===== src/rdq_pkg.sv =====
// Package for the receive descriptor queue pointer bank
package rdq_pkg;
   localparam int ADDR_W = 12;
   localparam int FIELD_W = 16;
   localparam int PHYS_W = 32;
   localparam int SHIFT = 2;
   localparam int NREG = 5;
   localparam int IDX_W = 3;
   // Register byte offsets
   localparam logic [11:0] OFF_SF_WRITE = 12'h2AC;
   localparam logic [11:0] OFF_SF_READ = 12'h2B0;
   localparam logic [11:0] OFF_SF_END = 12'h2B4;
   localparam logic [11:0] OFF_RQ_START = 12'h2B8;
   localparam logic [11:0] OFF_RQ_WRITE = 12'h2BC;
   // Register indices in the bank
   localparam logic [2:0] IDX_SF_WRITE = 3'h0;
   localparam logic [2:0] IDX_SF_READ = 3'h1;
   localparam logic [2:0] IDX_SF_END = 3'h2;
   localparam logic [2:0] IDX_RQ_START = 3'h3;
   localparam logic [2:0] IDX_RQ_WRITE = 3'h4;
   localparam logic [2:0] IDX_NONE = 3'h7;
   localparam logic [15:0] FIELD_RST = 16'h0000;
   localparam logic [3:0] BE_NONE_N = 4'hF;
   localparam logic [31:0] DATA_RST = 32'h0000_0000;
   // Least spacing between writes to one register, in ns and cycles
   localparam int CLK_NS = 25;
   localparam int WR_GAP_NS = 100;
   localparam int WR_GAP_CYC = (WR_GAP_NS + CLK_NS - 1) / CLK_NS;
   localparam logic [2:0] GAP_CNT = 3'(WR_GAP_CYC);
   typedef enum logic [1:0] {
      RDQ_ADV_NONE,
      RDQ_ADV_SF_WRITE,
      RDQ_ADV_SF_READ,
      RDQ_ADV_RQ_WRITE
   } rdq_adv_e;
endpackage


===== src/rdq_regfile.sv =====
// Small register memory holding the five pointer fields
`timescale 1ns/1ps
module rdq_regfile (
   input wire logic clk,
   input wire logic srst,
   input wire logic wr_en,
   input wire logic [2:0] wr_idx,
   input wire logic [15:0] wr_data,
   input wire logic [2:0] rd_idx,
   output logic [15:0] rd_data,
   output logic [79:0] all_q
);
   logic [15:0] mem_q [0:rdq_pkg::NREG-1];

   genvar g;
   generate
      for (g = 0; g < rdq_pkg::NREG; g++) begin : g_reg
         always_ff @(posedge clk) begin
            if (srst) begin
               mem_q[g] <= rdq_pkg::FIELD_RST;
            end else if (wr_en && wr_idx == 3'(g)) begin
               mem_q[g] <= wr_data;
            end
         end
         assign all_q[g*16 +: 16] = mem_q[g];
      end
   endgenerate

   always_ff @(posedge clk) begin
      if (srst) begin
         rd_data <= rdq_pkg::FIELD_RST;
      end else if (rd_idx < 3'(rdq_pkg::NREG)) begin
         rd_data <= mem_q[rd_idx];
      end else begin
         rd_data <= rdq_pkg::FIELD_RST;
      end
   end
endmodule


===== src/rdq_bank.sv =====
// Receive descriptor queue pointer bank: registers, address forming, wrap
//
// Contract
// - Pointer fields are 16 bits, address bits 17:2.
// - Address equals base plus field shifted two.
// - Writes update the whole register, no lanes.
// - All byte enables negated means no access.
// - Small free queue write pointer register provided.
// - Small free queue end register provided.
// - Ready queue start register provided.
// - Ready queue write pointer register provided.
`timescale 1ns/1ps
module rdq_bank (
   input wire logic clk,
   input wire logic srst,
   input wire logic bus_sel,
   input wire logic bus_wr,
   input wire logic [11:0] bus_addr,
   input wire logic [3:0] bus_byte_enables_n,
   input wire logic [31:0] bus_wdata,
   output logic [31:0] bus_rdata,
   output logic bus_rvalid,
   input wire logic [31:0] receive_queue_base,
   input wire logic [15:0] small_free_start_field,
   input wire logic [15:0] ready_end_field,
   input wire logic adv_req,
   input wire logic [1:0] adv_sel,
   output logic [31:0] sf_write_addr,
   output logic [31:0] sf_read_addr,
   output logic [31:0] sf_end_addr,
   output logic [31:0] rq_start_addr,
   output logic [31:0] rq_write_addr,
   output logic wr_gap_err
);
   // ------------------------------------------------------------
   // Address decode
   // ------------------------------------------------------------
   function automatic logic [2:0] decode_idx(input logic [11:0] a);
      logic [2:0] r;
      r = rdq_pkg::IDX_NONE;
      case (a)
         rdq_pkg::OFF_SF_WRITE: r = rdq_pkg::IDX_SF_WRITE;
         rdq_pkg::OFF_SF_READ: r = rdq_pkg::IDX_SF_READ;
         rdq_pkg::OFF_SF_END: r = rdq_pkg::IDX_SF_END;
         rdq_pkg::OFF_RQ_START: r = rdq_pkg::IDX_RQ_START;
         rdq_pkg::OFF_RQ_WRITE: r = rdq_pkg::IDX_RQ_WRITE;
         default: r = rdq_pkg::IDX_NONE;
      endcase
      return r;
   endfunction

   // Physical address from a pointer field
   function automatic logic [31:0] phys(input logic [31:0] base, input logic [15:0] f);
      return base + {14'h0000, f, 2'h0};
   endfunction

   wire [2:0] bus_idx = decode_idx(bus_addr);
   wire be_any = (bus_byte_enables_n != rdq_pkg::BE_NONE_N);
   wire bus_hit = bus_sel && be_any && (bus_idx != rdq_pkg::IDX_NONE);
   wire host_wr = bus_hit && bus_wr;
   wire host_rd = bus_hit && !bus_wr;

   // ------------------------------------------------------------
   // Pointer advance with wrap
   // ------------------------------------------------------------
   logic [79:0] all_q;
   logic [15:0] rd_field;
   wire [15:0] f_sfw = all_q[16*rdq_pkg::IDX_SF_WRITE +: 16];
   wire [15:0] f_sfr = all_q[16*rdq_pkg::IDX_SF_READ +: 16];
   wire [15:0] f_sfe = all_q[16*rdq_pkg::IDX_SF_END +: 16];
   wire [15:0] f_rqs = all_q[16*rdq_pkg::IDX_RQ_START +: 16];
   wire [15:0] f_rqw = all_q[16*rdq_pkg::IDX_RQ_WRITE +: 16];

   wire adv_sfw = adv_sel == rdq_pkg::RDQ_ADV_SF_WRITE;
   wire adv_sfr = adv_sel == rdq_pkg::RDQ_ADV_SF_READ;
   wire adv_rqw = adv_sel == rdq_pkg::RDQ_ADV_RQ_WRITE;
   wire [15:0] adv_cur = adv_sfw ? f_sfw : (adv_sfr ? f_sfr : f_rqw);
   wire [15:0] adv_end = adv_rqw ? ready_end_field : f_sfe;
   wire [15:0] adv_start = adv_rqw ? f_rqs : small_free_start_field;
   wire [15:0] adv_next = (adv_cur == adv_end) ? adv_start : adv_cur + 16'h0001;
   wire [2:0] adv_idx = adv_sfw ? rdq_pkg::IDX_SF_WRITE :
                        (adv_sfr ? rdq_pkg::IDX_SF_READ : rdq_pkg::IDX_RQ_WRITE);
   wire adv_go = adv_req && (adv_sel != rdq_pkg::RDQ_ADV_NONE) && !host_wr;

   // Whole-word write, byte lanes ignored; host wins over advance
   wire rf_wr = host_wr || adv_go;
   wire [2:0] rf_idx = host_wr ? bus_idx : adv_idx;
   wire [15:0] rf_data = host_wr ? bus_wdata[15:0] : adv_next;

   rdq_regfile u_regfile (
      .clk(clk),
      .srst(srst),
      .wr_en(rf_wr),
      .wr_idx(rf_idx),
      .wr_data(rf_data),
      .rd_idx(bus_idx),
      .rd_data(rd_field),
      .all_q(all_q)
   );

   // ------------------------------------------------------------
   // Read response and write spacing monitor
   // ------------------------------------------------------------
   logic rd_pend_q;
   logic [2:0] gap_q [0:rdq_pkg::NREG-1];
   logic [rdq_pkg::NREG-1:0] gap_hit;

   genvar g;
   generate
      for (g = 0; g < rdq_pkg::NREG; g++) begin : g_gap
         assign gap_hit[g] = host_wr && bus_idx == 3'(g) && gap_q[g] != 3'h0;
         always_ff @(posedge clk) begin
            if (srst) begin
               gap_q[g] <= 3'h0;
            end else if (host_wr && bus_idx == 3'(g)) begin
               gap_q[g] <= rdq_pkg::GAP_CNT - 3'h1;
            end else if (gap_q[g] != 3'h0) begin
               gap_q[g] <= gap_q[g] - 3'h1;
            end
         end
      end
   endgenerate

   always_ff @(posedge clk) begin
      if (srst) begin
         rd_pend_q <= 1'b0;
         bus_rvalid <= 1'b0;
         bus_rdata <= rdq_pkg::DATA_RST;
         wr_gap_err <= 1'b0;
      end else begin
         rd_pend_q <= host_rd;
         bus_rvalid <= rd_pend_q;
         bus_rdata <= rd_pend_q ? {16'h0000, rd_field} : rdq_pkg::DATA_RST;
         wr_gap_err <= |gap_hit;
      end
   end

   // ------------------------------------------------------------
   // Physical addresses
   // ------------------------------------------------------------
   always_ff @(posedge clk) begin
      if (srst) begin
         sf_write_addr <= rdq_pkg::DATA_RST;
         sf_read_addr <= rdq_pkg::DATA_RST;
         sf_end_addr <= rdq_pkg::DATA_RST;
         rq_start_addr <= rdq_pkg::DATA_RST;
         rq_write_addr <= rdq_pkg::DATA_RST;
      end else begin
         sf_write_addr <= phys(receive_queue_base, f_sfw);
         sf_read_addr <= phys(receive_queue_base, f_sfr);
         sf_end_addr <= phys(receive_queue_base, f_sfe);
         rq_start_addr <= phys(receive_queue_base, f_rqs);
         rq_write_addr <= phys(receive_queue_base, f_rqw);
      end
   end

   // ------------------------------------------------------------
   // Checks
   // ------------------------------------------------------------
   a_no_be_write: assert property (@(posedge clk) disable iff (srst)
      (bus_sel && bus_wr && !adv_req && bus_byte_enables_n == rdq_pkg::BE_NONE_N)
      |=> $stable(all_q))
      else $error("write with no byte enables changed a register");
   a_rd_two_cyc: assert property (@(posedge clk) disable iff (srst)
      host_rd |-> ##2 bus_rvalid)
      else $error("read answer not two cycles later");
   a_rd_none_be: assert property (@(posedge clk) disable iff (srst)
      (!host_rd ##1 1'b1) |=> !bus_rvalid)
      else $error("read answer without a taken read");
   a_whole_word: assert property (@(posedge clk) disable iff (srst)
      (host_wr && bus_idx == rdq_pkg::IDX_SF_END) |=> f_sfe == $past(bus_wdata[15:0]))
      else $error("end register not fully written");
   a_addr_form: assert property (@(posedge clk) disable iff (srst)
      ##1 rq_write_addr == $past(receive_queue_base) + {14'h0000, $past(f_rqw), 2'h0})
      else $error("ready write address misformed");
   a_sf_wrap: assert property (@(posedge clk) disable iff (srst)
      (adv_go && adv_sfw && f_sfw == f_sfe) |=> f_sfw == $past(small_free_start_field))
      else $error("small free write pointer did not wrap");
   a_rq_step: assert property (@(posedge clk) disable iff (srst)
      (adv_go && adv_rqw && f_rqw != ready_end_field) |=> f_rqw == $past(f_rqw) + 16'h0001)
      else $error("ready write pointer did not step");
   a_rq_start_hold: assert property (@(posedge clk) disable iff (srst)
      !(host_wr && bus_idx == rdq_pkg::IDX_RQ_START) |=> $stable(f_rqs))
      else $error("ready start changed without a write");
   a_gap_flag: assert property (@(posedge clk) disable iff (srst)
      (host_wr && bus_idx == rdq_pkg::IDX_SF_END) ##[1:3]
      (host_wr && bus_idx == rdq_pkg::IDX_SF_END)
      |=> wr_gap_err)
      else $error("close writes not flagged");
endmodule


===== config.mk =====
export PLATFORM = sky130hd
export DESIGN_NAME = rdq_bank
export DESIGN_NICKNAME = d
export VERILOG_FILES = /design/src/rdq_pkg.sv /design/src/rdq_regfile.sv /design/src/rdq_bank.sv
export SDC_FILE = /design/constraint.sdc
export NUM_CORES = 1
export LEC_CHECK = 0
export BUFFER_PORTS_ARGS = -buffer_cell sky130_fd_sc_hd__buf_2
export CAP_MARGIN = 10
export CORE_MARGIN = 5
export CORE_UTILIZATION = 55
export DETAILED_ROUTE_END_ITERATION = 10
export MAX_ROUTING_LAYER = met4
export PLACE_DENSITY = 0.87
export SYNTH_ARGS = -nofsm -noshare
export SYNTH_HDL_FRONTEND = slang
export SYNTH_SLANG_ARGS = --single-unit

===== constraint.sdc =====
create_clock -name clk -period 5.7 [get_ports clk]
set_input_delay 1.425 -clock clk [delete_from_list [all_inputs] [get_ports clk]]
set_output_delay 1.425 -clock clk [all_outputs]
set_load 0.02 [all_outputs]

==> metrics.csv, run 1 <==
stage,metric,value,unit
yosys,Ys Warns,0,
pwr,Design Power,5620,uW
timing,Layout Skew,12.8,ps
floorplan,die width,179,microns
global_routing,initial antenna violation count,2,
timing,Final Max Slew Viols,0,
floorplan,CORE AREA,28500,sq um
clock_network,CTS tree,built,
min_path,worst hold stages,1,
timing,final critical-path required period,4430,ps
pwr,Cell Pwr Density,307,nW/um^2
yosys,Syn Area/Cell,9.37,sq um
timing,Final Hold Slack,429,ps
clock_network,post-CTS sizing,0,
global_routing,total grt overflow,0,
placement,Routability Congestion,0.996,
floorplan,Die Height,179,microns
route,via-per-instance ratio,5.81,
finish,design area,18300,sq um
route,Antenna Nets Post-Route,0,
pwr,P_leak,0.00848,uW
route,drt drc,0,
floorplan,standard-cell rows,62,
finish,Layout area overhead,16.4,%
yosys,register bit total from synthesis,282,
timing,Fin Setup TNS,0,ps
min_path,worst hold endpoint,bus_rdata[0]$_SDFF_PP0_,
route,First-pass DRT Iterations,8,
route,Initial DRC Count,1751,
placement,dpl cell area,17300,sq um
critical_path,critical path peak fanout,18,
min_path,Hold Startpoint,u_regfile.rd_data[0]$_SDFF_PP0_,
critical_path,"Critical Path, Cell by Cell","buf_2, inv_1, ha_1, mux2_2, mux2i_2, xnor2_1, nand4_1, nor4_4, buf_4, nand2_1, a31oi_1, nor2_1",
critical_path,RR Endpoint,rq_start_addr[22]$_SDFF_PP0_,
critical_path,Critical Path End Type,flip-flop,
finish,nets,2149,
yosys,largest area contributor in the netlist,dfxtp_1,
timing,Fmax achieved,0.226,GHz
timing,Setup WS post-layout,1270,ps
critical_path,WP buf/inv,3,
floorplan,die area,32100,sq um
yosys,count of different cell masters after synthesis,70,
yosys,Synth top area share,0.238,
placement,Detailed Place HPWL,35000,microns
global_routing,first-pass GRT wire length,68400,microns
yosys,synth top area cells,"dfxtp_1 (24%), edfxtp_1 (18%), mux2i_1 (7.8%)",
timing,Final Cycle Share,0.777,
yosys,main combinational cell family by area after synthesis,simple AND/OR/NAND/NOR gates,
global_routing,gr usage total,0.278,
floorplan,IO Count,313,
yosys,Post-synth top cells,"nor2_1 (191), dfxtp_1 (187), nand2_1 (178), mux2i_1 (123)",
timing,final setup fails,0,
critical_path,CP max stage delay,600,ps
global_routing,largest net degree at the start of global routing,95,
job,MaxCap Viol Count,0,
finish,multi-input logic area,8590,sq um
timing,Fin. Hold Viols,0,
floorplan,Starting Density,0.553,
clock_network,CTS Buf Count,30,
clock_network,Post-CTS Setup Inserts,0,
min_path,hold crit path type,reg2reg,
critical_path,top cell family by delay on the critical path,multiplexers,
finish,layout cells sized above 1,0.204,
critical_path,R2R Setup Slk,2380,ps
clock_network,Worst-path clk slew,60,ps
yosys,post-synthesis mux area share,0.0886,
clock_network,Root Buffer,clkbuf_16,
critical_path,WS Path Type,in2reg,
clock_network,Skew-Pair Late Insertion Delay,560,ps
clock_network,CTS H-Tree Depth,1,
route,wire per inst,19.5,microns
critical_path,Critical Path AT,4710,ps
critical_path,"slowest stage cell, crit path",ha_1,
yosys,most common cell in the synthesized netlist,nor2_1,
clock_network,CTS Buffer Depth,3,
route,WL final,45600,microns
yosys,Post-Synth Simple-Gate Area,0.219,
yosys,Post-synth EDFFs,95,
route,via count,13600,
yosys,"Cell Area, Synth",15700,sq um
timing,Slew @ Worst Pin,928,ps
timing,headroom to the max-slew limit,0.382,
run_status,status,"finished, final reports clean",
yosys,ys async rst share,0,
placement,IO buf count,280,
critical_path,R2R depth,11,
clock_network,hold_buf cts,0,
yosys,Post-Synth XOR/XNOR Area,0.0495,
critical_path,Reg2Reg Launch Point,u_regfile.mem_q[3][0]$_SDFFCE_PN0P_,
finish,FF/Latch Area,6600,sq um
yosys,top_reg_cell synth,dfxtp_1,
yosys,Synth Area in Adders,0.0819,
clock_network,clock sink count,282,
yosys,Syn Inst Count,1680,
critical_path,worst path required time,5980,ps
timing,RSZ-0062 raised after global routing,no,
yosys,compound-cell area share of the yosys netlist,0.103,
pwr,VDD IR max,0.228,mV
critical_path,critical path launch point type,primary input,
global_routing,vias in the first global route,12800,
finish,# fillers,2241,
yosys,sequential element share of the synthesized area,0.419,
placement,pre-CTS setup slack,763,ps
layout make-up:
class,count,area share
antenna,2,0.000273
clock buffer,42,0.0490
clock inverter,14,0.00492
inverter,35,0.00718
multi-input combinational,1286,0.469
sequential,282,0.360
tap,384,0.0262
timing repair buffer,295,0.0828
metal layers:
layer,part of all wire,vias up,track usage,wire (microns)
met5,0,-,-,0
met4,0.032,0,0.0917,1450
met3,0.11,108,0.0437,5050
met2,0.46,798,0.438,21100
met1,0.40,6327,0.370,18100
li1,-,6370,-,-
state kept, by name, summed over array words and instances (netlist names):
name               cells
rq_write_addr         30
bus_rvalid             1
sf_read_addr          30
u_regfile.mem_q       80
sf_end_addr           30
u_regfile.rd_data     16
gap_q                 15
bus_rdata             16
sf_write_addr         32
rd_pend_q              1
rq_start_addr         30
wr_gap_err             1
placed cells by master (no fill, tap or decap), types with 39 or more instances in the layout:
master	n
mux2i_1	123
nor2_1	190
nor3_1	39
buf_2	279
nand2_1	178
a21oi_1	70
edfxtp_1	95
and2_1	58
o21ai_0	57
xnor2_1	56
ha_1	94
dfxtp_1	187
cell families after synthesis:
family,Yosys count
XOR/XNOR,89
adder cells (fa/ha/maj),100
AO/OA/AOI/OAI,250
buffers and inverters,127
AND/OR/NAND/NOR,694
multiplexers,137
other,1
flip-flops,282
worst reg2reg max path: cells and delay by family (launching register included):
family	cells	cell delay (ps)
compound gates	5	1570
fa+ha+maj	2	590
buf+inv	1	60
flops	1	420
mux	1	220
simple gates	2	370
report_power, final:
group	internal (uW)	switching (uW)	total, uW
sequential	2290	109	2400
combinational	495	803	1300
clock	1100	821	1920
total	3890	1730	5620
metrics by stage:
step,utilization,std cells
detailed placement,0.608,2282
floorplan,-,1695
finish,0.643,2340
CTS,0.643,2338
global route,0.643,2340
global placement,0.608,2282
worst max path at each step:
stage | start | end | slack [ps] | cells past startpoint
6_report | adv_sel[0] | u_regfile.mem_q[4][13]$_SDFFCE_PN0P_ | 1270 | 12
5_1_grt | adv_sel[0] | u_regfile.mem_q[1][13]$_SDFFCE_PN0P_ | 1090 | 12
4_1_cts | adv_sel[0] | u_regfile.mem_q[4][13]$_SDFFCE_PN0P_ | 1330 | 12
3_5_place_dp | adv_sel[0] | u_regfile.mem_q[1][11]$_SDFFCE_PN0P_ | 760 | 12
3_3_place_gp | adv_sel[0] | u_regfile.mem_q[1][13]$_SDFFCE_PN0P_ | 850 | 12
2_1_floorplan | adv_sel[0] | u_regfile.mem_q[1][1]$_SDFFCE_PN0P_ | 1680 | 11
(Power assumes the default switching activity.)
==> run 2, diff against run 1 <==
--- a/config.mk
+++ b/config.mk
@@ -8,10 +8,10 @@
 export BUFFER_PORTS_ARGS = -buffer_cell sky130_fd_sc_hd__buf_2
 export CAP_MARGIN = 10
 export CORE_MARGIN = 5
-export CORE_UTILIZATION = 55
+export CORE_UTILIZATION = 51
 export DETAILED_ROUTE_END_ITERATION = 10
 export MAX_ROUTING_LAYER = met4
-export PLACE_DENSITY = 0.87
+export PLACE_DENSITY = 0.85
 export SYNTH_ARGS = -nofsm -noshare
 export SYNTH_HDL_FRONTEND = slang
 export SYNTH_SLANG_ARGS = --single-unit
==> constraint.sdc (replaced) <==
create_clock -name clk -period 3.9 [get_ports clk]
set_input_delay 0.975 -clock clk [delete_from_list [all_inputs] [get_ports clk]]
set_output_delay 0.975 -clock clk [all_outputs]
set_load 0.02 [all_outputs]
==> run 2 against run 1 <==
  * Die area up 7.4%
  * Highest routed layer unchanged
  * Combinational power up 51%
  * Critical endpoint unchanged
  * Sequential power up 46%
  * Worst setup slack worse by 760 ps
  * Critical path depth up 1
  * First-iteration DRC count down 15%
  * Global-route usage down 1.3 points
==> metrics.csv, run 2 (same netlist as run 1, synthesis figures left out) <==
stage,metric,value,unit,change
clock_network,post-CTS sizing,0,,unchanged
finish,"commonest non-fill, non-tap cells in the layout","buf_2 (279), nor2_1 (190), dfxtp_1 (187)",,
floorplan,CORE AREA,30500,sq um,+7.2%
finish,Regs by FF count,"u_regfile.mem_q (80), sf_write_addr (32)",,
route,Initial DRC Count,1481,,-15%
timing,Final Max Slew Viols,0,,unchanged
route,wire per inst,19.2,microns,-1.4%
clock_network,hold_buf cts,0,,unchanged
timing,Slew @ Worst Pin,1210,ps,+285 ps
critical_path,RR Endpoint,sf_end_addr[23]$_SDFF_PP0_,,
finish,Largest register FFs,80,,unchanged
finish,Layout area overhead,19.4,%,
clock_network,Worst-path clk slew,60,ps,about the same
clock_network,clock sink count,282,,unchanged
critical_path,CP max stage delay,390,ps,-210 ps
global_routing,met3 Use GR,0.0330,,-0.0106
global_routing,gr busiest metal,met2,,
critical_path,R2R Setup Slk,620,ps,-1760 ps
critical_path,Critical Path AT,3690,ps,-1020 ps
timing,headroom to the max-slew limit,0.190,,-0.192
floorplan,Starting Density,0.516,,-0.0369
critical_path,R2R depth,10,,-1
floorplan,IO Count,313,,unchanged
floorplan,die area,34500,sq um,+7.4%
critical_path,critical path launch point type,primary input,,
timing,Final Hold Slack,425,ps,-3.86 ps
finish,"Most flops, register",u_regfile.mem_q,,
timing,RSZ-0062 raised after global routing,no,,
timing,Layout Skew,13.7,ps,+0.896 ps
critical_path,critical path peak fanout,11,,-7
global_routing,first-pass GRT wire length,69900,microns,+2.2%
critical_path,Critical Path End Type,flip-flop,,
floorplan,standard-cell rows,64,,+3.2%
finish,# fillers,2524,,+13%
clock_network,CTS Buf Count,29,,-3.3%
clock_network,CTS tree,built,,
finish,FF/Latch Area,6600,sq um,unchanged
global_routing,total grt overflow,0,,unchanged
global_routing,gr usage total,0.265,,-0.0135
route,via count,13700,,+0.58%
critical_path,"Critical Path, Cell by Cell","buf_2, inv_1, ha_1, buf_12, mux2_2, mux2i_2, xnor2_1, nand4_1, nor4_4, buf_4, nand2_1, a31oi_1, nor2_1",,
route,via-per-instance ratio,5.70,,-2.0%
timing,Fin Setup TNS,0,ps,unchanged
global_routing,initial antenna violation count,3,,+1
critical_path,Crit. Startpoint,adv_sel[0],,
clock_network,CTS H-Tree Depth,1,,unchanged
critical_path,"slowest stage cell, crit path",nor4_4,,
placement,IO buf count,280,,unchanged
clock_network,Skew-Pair Late Insertion Delay,570,ps,about the same
timing,Final Cycle Share,0.870,,
clock_network,Post-CTS Setup Inserts,0,,unchanged
route,First-pass DRT Iterations,5,,-3
timing,final critical-path required period,3390,ps,
critical_path,worst path required time,4200,ps,-1780 ps
route,Antenna Nets Post-Route,0,,unchanged
clock_network,Root Buffer,clkbuf_16,,
route,WL final,46200,microns,+1.2%
floorplan,Die Height,186,microns,+3.6%
global_routing,M2 GR Usage,0.415,,-0.0226
finish,"most common cell after layout, fill and taps aside",buf_2,,
finish,multi-input logic area,8590,sq um,unchanged
critical_path,Reg2Reg Launch Point,u_regfile.mem_q[2][1]$_SDFFCE_PN0P_,,
timing,final setup fails,0,,unchanged
pwr,VDD IR max,0.311,mV,+36%
min_path,hold crit path type,reg2reg,,
timing,Fmax achieved,0.295,GHz,
pwr,Design Power,8380,uW,+49%
route,drt drc,0,,unchanged
job,MaxCap Viol Count,0,,unchanged
pwr,Cell Pwr Density,446,nW/um^2,+45%
global_routing,largest net degree at the start of global routing,81,,-15%
timing,Fin. Hold Viols,0,,unchanged
global_routing,met1 Usage GRT,0.363,,-0.00700
placement,Detailed Place HPWL,36200,microns,+3.5%
finish,layout cells sized above 1,0.223,,+0.0196
critical_path,WS Path Type,in2reg,,
global_routing,vias in the first global route,12900,,+1.5%
pwr,P_leak,0.00876,uW,+3.2%
floorplan,die width,186,microns,+3.6%
critical_path,Critical Path Sink,u_regfile.mem_q[4][13]$_SDFFCE_PN0P_,,
placement,Routability Congestion,0.967,,-2.9%
clock_network,CTS Buffer Depth,3,,unchanged
finish,nets,2199,,+2.3%
run_status,status,"finished, final reports clean",,
[run 2: layout make-up]
| type | count | share of cell area |
|---|---|---|
| tap | 396 | 0.0264 |
| inverter | 35 | 0.00699 |
| antenna | 4 | 0.000533 |
| clock buffer | 43 | 0.0503 |
| clock inverter | 10 | 0.00439 |
| sequential | 282 | 0.351 |
| multi-input combinational | 1286 | 0.457 |
| timing repair buffer | 346 | 0.103 |
[run 2: how the worst min path moves through the flow]
stage                     slack, ps                  endpoint                             start  cells past startpoint
after floorplan                 410   bus_rdata[0]$_SDFF_PP0_   u_regfile.rd_data[0]$_SDFF_PP0_                      1
after global placement          410   bus_rdata[2]$_SDFF_PP0_   u_regfile.rd_data[2]$_SDFF_PP0_                      1
after detailed placement        420   bus_rdata[6]$_SDFF_PP0_   u_regfile.rd_data[6]$_SDFF_PP0_                      1
after CTS                       430  bus_rdata[13]$_SDFF_PP0_  u_regfile.rd_data[13]$_SDFF_PP0_                      1
after global routing            440  bus_rdata[13]$_SDFF_PP0_  u_regfile.rd_data[13]$_SDFF_PP0_                      1
final                           420  bus_rdata[13]$_SDFF_PP0_  u_regfile.rd_data[13]$_SDFF_PP0_                      1
[run 2: worst max-delay path, delay by kind of cell]
family                     cells  cell delay [ps]
AOI/OAI and AO/OA              1              340
buffers and inverters          4              570
muxes                          2              560
xor gates and xnor gates       1              230
adders and majority gates      1              200
and+or+nand+nor                4              800
[run 2: power breakdown]
part	total, uW	internal, uW	switching [uW]
Clock	2920	1740	1180
Combinational	1960	769	1190
Sequential	3500	3340	153
Total	8380	5860	2520
[run 2: per-layer routing]
layer	share of wire	wire [microns]	vias to the layer above
met5	0	0	-
met2	0.45	20700	687
met1	0.42	19400	6427
li1	-	-	6471
met3	0.10	4680	97
met4	0.029	1340	0
[run 2: per-stage QoR]
step	utilization	instance area, sq um	setup slack (ps)	std cells
global placement	0.582	17800	54.5	2345
global route	0.616	18800	278	2401
finish	0.616	18800	507	2402
floorplan	-	15800	331	1695
detailed placement	0.582	17800	-18.3	2345
CTS	0.616	18800	544	2398
==> run 3, diff against run 2 <==
--- a/config.mk
+++ b/config.mk
@@ -5,7 +5,7 @@
 export SDC_FILE = /design/constraint.sdc
 export NUM_CORES = 1
 export LEC_CHECK = 0
-export BUFFER_PORTS_ARGS = -buffer_cell sky130_fd_sc_hd__buf_2
+export BUFFER_PORTS_ARGS = -buffer_cell sky130_fd_sc_hd__clkbuf_2
 export CAP_MARGIN = 10
 export CORE_MARGIN = 5
 export CORE_UTILIZATION = 51
@@ -14,4 +14,5 @@
 export PLACE_DENSITY = 0.85
 export SYNTH_ARGS = -nofsm -noshare
 export SYNTH_HDL_FRONTEND = slang
+export SYNTH_HIERARCHICAL = 1
 export SYNTH_SLANG_ARGS = --single-unit
==> run 3 against run 2 <==
  * Critical path depth stayed put
  * Largest power group unchanged
  * Combinational power is 4% lower
  * Maximum frequency is 3.7% lower
==> metrics.csv, run 3 <==
stage,metric,value,unit,change
yosys,Post-synth EDFFs,95,,unchanged
pwr,VDD IR max,0.313,mV,+0.60%
clock_network,CTS H-Tree Depth,1,,unchanged
critical_path,Critical Path End Type,flip-flop,,
yosys,most common cell in the synthesized netlist,dfxtp_1,,
timing,Final Hold Slack,431,ps,+5.93 ps
floorplan,die width,187,microns,+0.84%
run_status,status,"finished, final reports clean",,
critical_path,critical path peak fanout,13,,+2
timing,Final Cycle Share,0.903,,+0.0330
timing,Final Max Slew Viols,0,,unchanged
finish,Regs by FF count,"u_regfile/mem_q (80), sf_write_addr (32)",,
clock_network,Worst-path clk slew,60,ps,about the same
pwr,Cell Int Power,5710,uW,-2.6%
clock_network,Post-CTS Setup Inserts,0,,unchanged
yosys,ys async rst share,0,,unchanged
pwr,sequential share of power,0.424,,+0.007
critical_path,CP max stage delay,370,ps,-20 ps
route,First-pass DRT Iterations,7,,+2
route,wire per inst,20.7,microns,+7.5%
timing,final setup fails,0,,unchanged
pwr,Cell Pwr Density,430,nW/um^2,-3.6%
global_routing,largest net degree at the start of global routing,168,,+110%
clock_network,post-CTS sizing,0,,unchanged
global_routing,gr usage total,0.273,,+0.00779
finish,Largest register FFs,80,,unchanged
clock_network,hold_buf cts,0,,unchanged
timing,Fmax achieved,0.284,GHz,-3.7%
pwr,Design Power,8150,uW,-2.7%
placement,dpl cell area,18000,sq um,+1.3%
timing,Setup WS post-layout,379,ps,-129 ps
finish,layout cells sized above 1,0.242,,+0.0189
finish,nets,2155,,-2.0%
finish,"commonest non-fill, non-tap cells in the layout","clkbuf_2 (280), dfxtp_1 (187), nor2_1 (123)",,
yosys,sequential element share of the synthesized area,0.412,,-0.00737
pwr,Comb pwr share,0.231,,-0.003
floorplan,Starting Density,0.520,,+0.00377
global_routing,total grt overflow,0,,unchanged
global_routing,vias in the first global route,13400,,+3.3%
critical_path,"slowest stage cell, crit path",nor4_4,,
pwr,clock share of power,0.345,,-0.003
timing,Slew @ Worst Pin,888,ps,-325 ps
yosys,Post-synth top cells,"dfxtp_1 (187), nor2_1 (123), and2_1 (102), mux2i_1 (96)",,
timing,headroom to the max-slew limit,0.400,,+0.210
clock_network,CTS tree,built,,
yosys,"Cell Area, Synth",16000,sq um,+1.8%
placement,pre-CTS setup slack,-104,ps,-85.9 ps
critical_path,worst path required time,4320,ps,+120 ps
clock_network,CTS Buf Count,29,,unchanged
yosys,Syn Inst Count,1642,,-2.3%
route,via-per-instance ratio,5.83,,+2.3%
finish,"Most flops, register",u_regfile/mem_q,,
route,via count,13700,,+0.31%
pwr,P_leak,0.00841,uW,-3.9%
yosys,Ys Warns,6,,+6
timing,final critical-path required period,3520,ps,+129 ps
route,Initial DRC Count,1181,,-20%
critical_path,"Critical Path, Cell by Cell","clkbuf_2, inv_1, ha_1, buf_12, mux2_2, mux2i_1, xnor2_1, nand4_1, nor4_4, buf_12, mux2_2, o21ai_1, and2_1",,
yosys,Syn Area/Cell,9.75,sq um,+4.1%
floorplan,die area,35000,sq um,+1.7%
timing,Layout Skew,9.79,ps,-3.94 ps
finish,"most common cell after layout, fill and taps aside",clkbuf_2,,
yosys,Synth top area share,0.234,,-0.00418
yosys,synth top area cells,"dfxtp_1 (23%), edfxtp_1 (18%), ha_1 (7.4%)",,
yosys,top_reg_cell synth,dfxtp_1,,
floorplan,CORE AREA,30800,sq um,+1.0%
yosys,count of different cell masters after synthesis,82,,+17%
yosys,register bit total from synthesis,282,,unchanged
timing,Fin. Hold Viols,0,,unchanged
critical_path,Critical Path AT,3940,ps,+250 ps
finish,# fillers,2617,,+3.7%
finish,Layout area overhead,18.4,%,
clock_network,Skew-Pair Late Insertion Delay,560,ps,about the same
critical_path,WS Path Type,in2reg,,
route,Antenna Nets Post-Route,0,,unchanged
timing,RSZ-0062 raised after global routing,no,,
clock_network,Root Buffer,clkbuf_16,,
route,WL final,48700,microns,+5.4%
route,drt drc,0,,unchanged
floorplan,Die Height,187,microns,+0.84%
placement,Routability Congestion,1.01,,+4.6%
clock_network,CTS Buffer Depth,3,,unchanged
placement,IO buf count,280,,unchanged
clock_network,clock sink count,282,,unchanged
finish,design area,19000,sq um,+0.94%
global_routing,initial antenna violation count,2,,-1
floorplan,IO Count,313,,unchanged
yosys,largest area contributor in the netlist,dfxtp_1,,
pwr,switching share of power,0.300,,-0.000744
min_path,hold crit path type,reg2reg,,
floorplan,standard-cell rows,64,,unchanged
pwr,Switch Pwr,2450,uW,-2.9%
global_routing,first-pass GRT wire length,74500,microns,+6.6%
job,MaxCap Viol Count,0,,unchanged
placement,Detailed Place HPWL,38400,microns,+6.1%
critical_path,critical path launch point type,primary input,,
run 3: cell count changes in the layout (fill, tap and decap cells not counted), moves of 17 or more:
cell / before / now
mux2i_1: 123 / 96
mux2_2: 12 / 39
o22ai_1: 0 / 17
buf_2: 279 / 0
and2_1: 58 / 102
inv_1: 35 / 52
nor2_1: 190 / 123
nand2_1: 178 / 81
a211oi_1: 16 / 37
clkbuf_2: 1 / 280
run 3: worst paths after layout:
kind	startpoint	to	slack (ps)	cells past startpoint
max	adv_sel[0]	u_regfile/mem_q[4][4]$_SDFFCE_PN0P_	380	13
min	u_regfile/rd_data[6]$_SDFF_PP0_	bus_rdata[6]$_SDFF_PP0_	430	1
max reg2reg	u_regfile/mem_q[1][0]$_SDFFCE_PN0P_	sf_read_addr[30]$_SDFF_PP0_	790	10
min reg2reg	u_regfile/rd_data[6]$_SDFF_PP0_	bus_rdata[6]$_SDFF_PP0_	430	1
run 3: power groups by stage:
stage,combinational [uW],clock (uW),sequential [uW]
6_report,1880,2820,3460
5_1_grt,2060,2990,3480
4_1_cts,1870,2840,3460
3_5_place_dp,1860,0,3520
3_3_place_gp,1800,0,3510
2_1_floorplan,1110,0,3640
run 3: metrics by stage:
| step | TNS, ps | utilization | std cells |
|---|---|---|---|
| after floorplan | 0 | - | 1657 |
| after global routing | 0 | 0.615 | 2355 |
| final | 0 | 0.615 | 2355 |
| after CTS | 0 | 0.615 | 2353 |
| after detailed placement | -2690 | 0.583 | 2301 |
| after global placement | 0 | 0.583 | 2301 |
run 3: cell type report:
cell class | count | area [sq um] | share of cell area
Sequential cell | 282 | 6600 | 0.348
Timing Repair Buffer | 340 | 1950 | 0.103
Clock inverter | 10 | 85.1 | 0.00449
Antenna cell | 2 | 5.00 | 0.000264
Multi-Input combinational cell | 1229 | 8750 | 0.461
Clock buffer | 42 | 890 | 0.0469
Tap cell | 396 | 495 | 0.0261
Inverter | 54 | 203 | 0.0107
run 3: cells by family (layout without fill, tap and decap cells):
| family | Yosys count | in the layout | synth area share |
|---|---|---|---|
| simple gates | 537 | 537 | 0.180 |
| compound gates | 345 | 345 | 0.141 |
| flops | 282 | 282 | 0.412 |
| buf+inv | 146 | 446 | 0.0458 |
| mux | 136 | 136 | 0.0888 |
| fa+ha+maj | 100 | 100 | 0.0805 |
| xor+xnor | 95 | 95 | 0.0519 |
| other cells | 1 | 18 | 0.000234 |
run 3: critical path, delay by kind of cell:
kind,cells,cell delay (ps)
AND/OR/NAND/NOR,3,740
XOR/XNOR,1,200
adder cells (fa/ha/maj),1,210
AO/OA/AOI/OAI,1,320
multiplexers,3,960
buffers and inverters,4,520
run 3: routing by layer:
| layer | vias up | routed length [microns] | global-route usage |
|---|---|---|---|
| met2 | 673 | 23500 | 0.456 |
| met3 | 90 | 4240 | 0.0388 |
| met5 | - | 0 | - |
| li1 | 6412 | - | - |
| met1 | 6549 | 19400 | 0.346 |
| met4 | 0 | 1510 | 0.0785 |
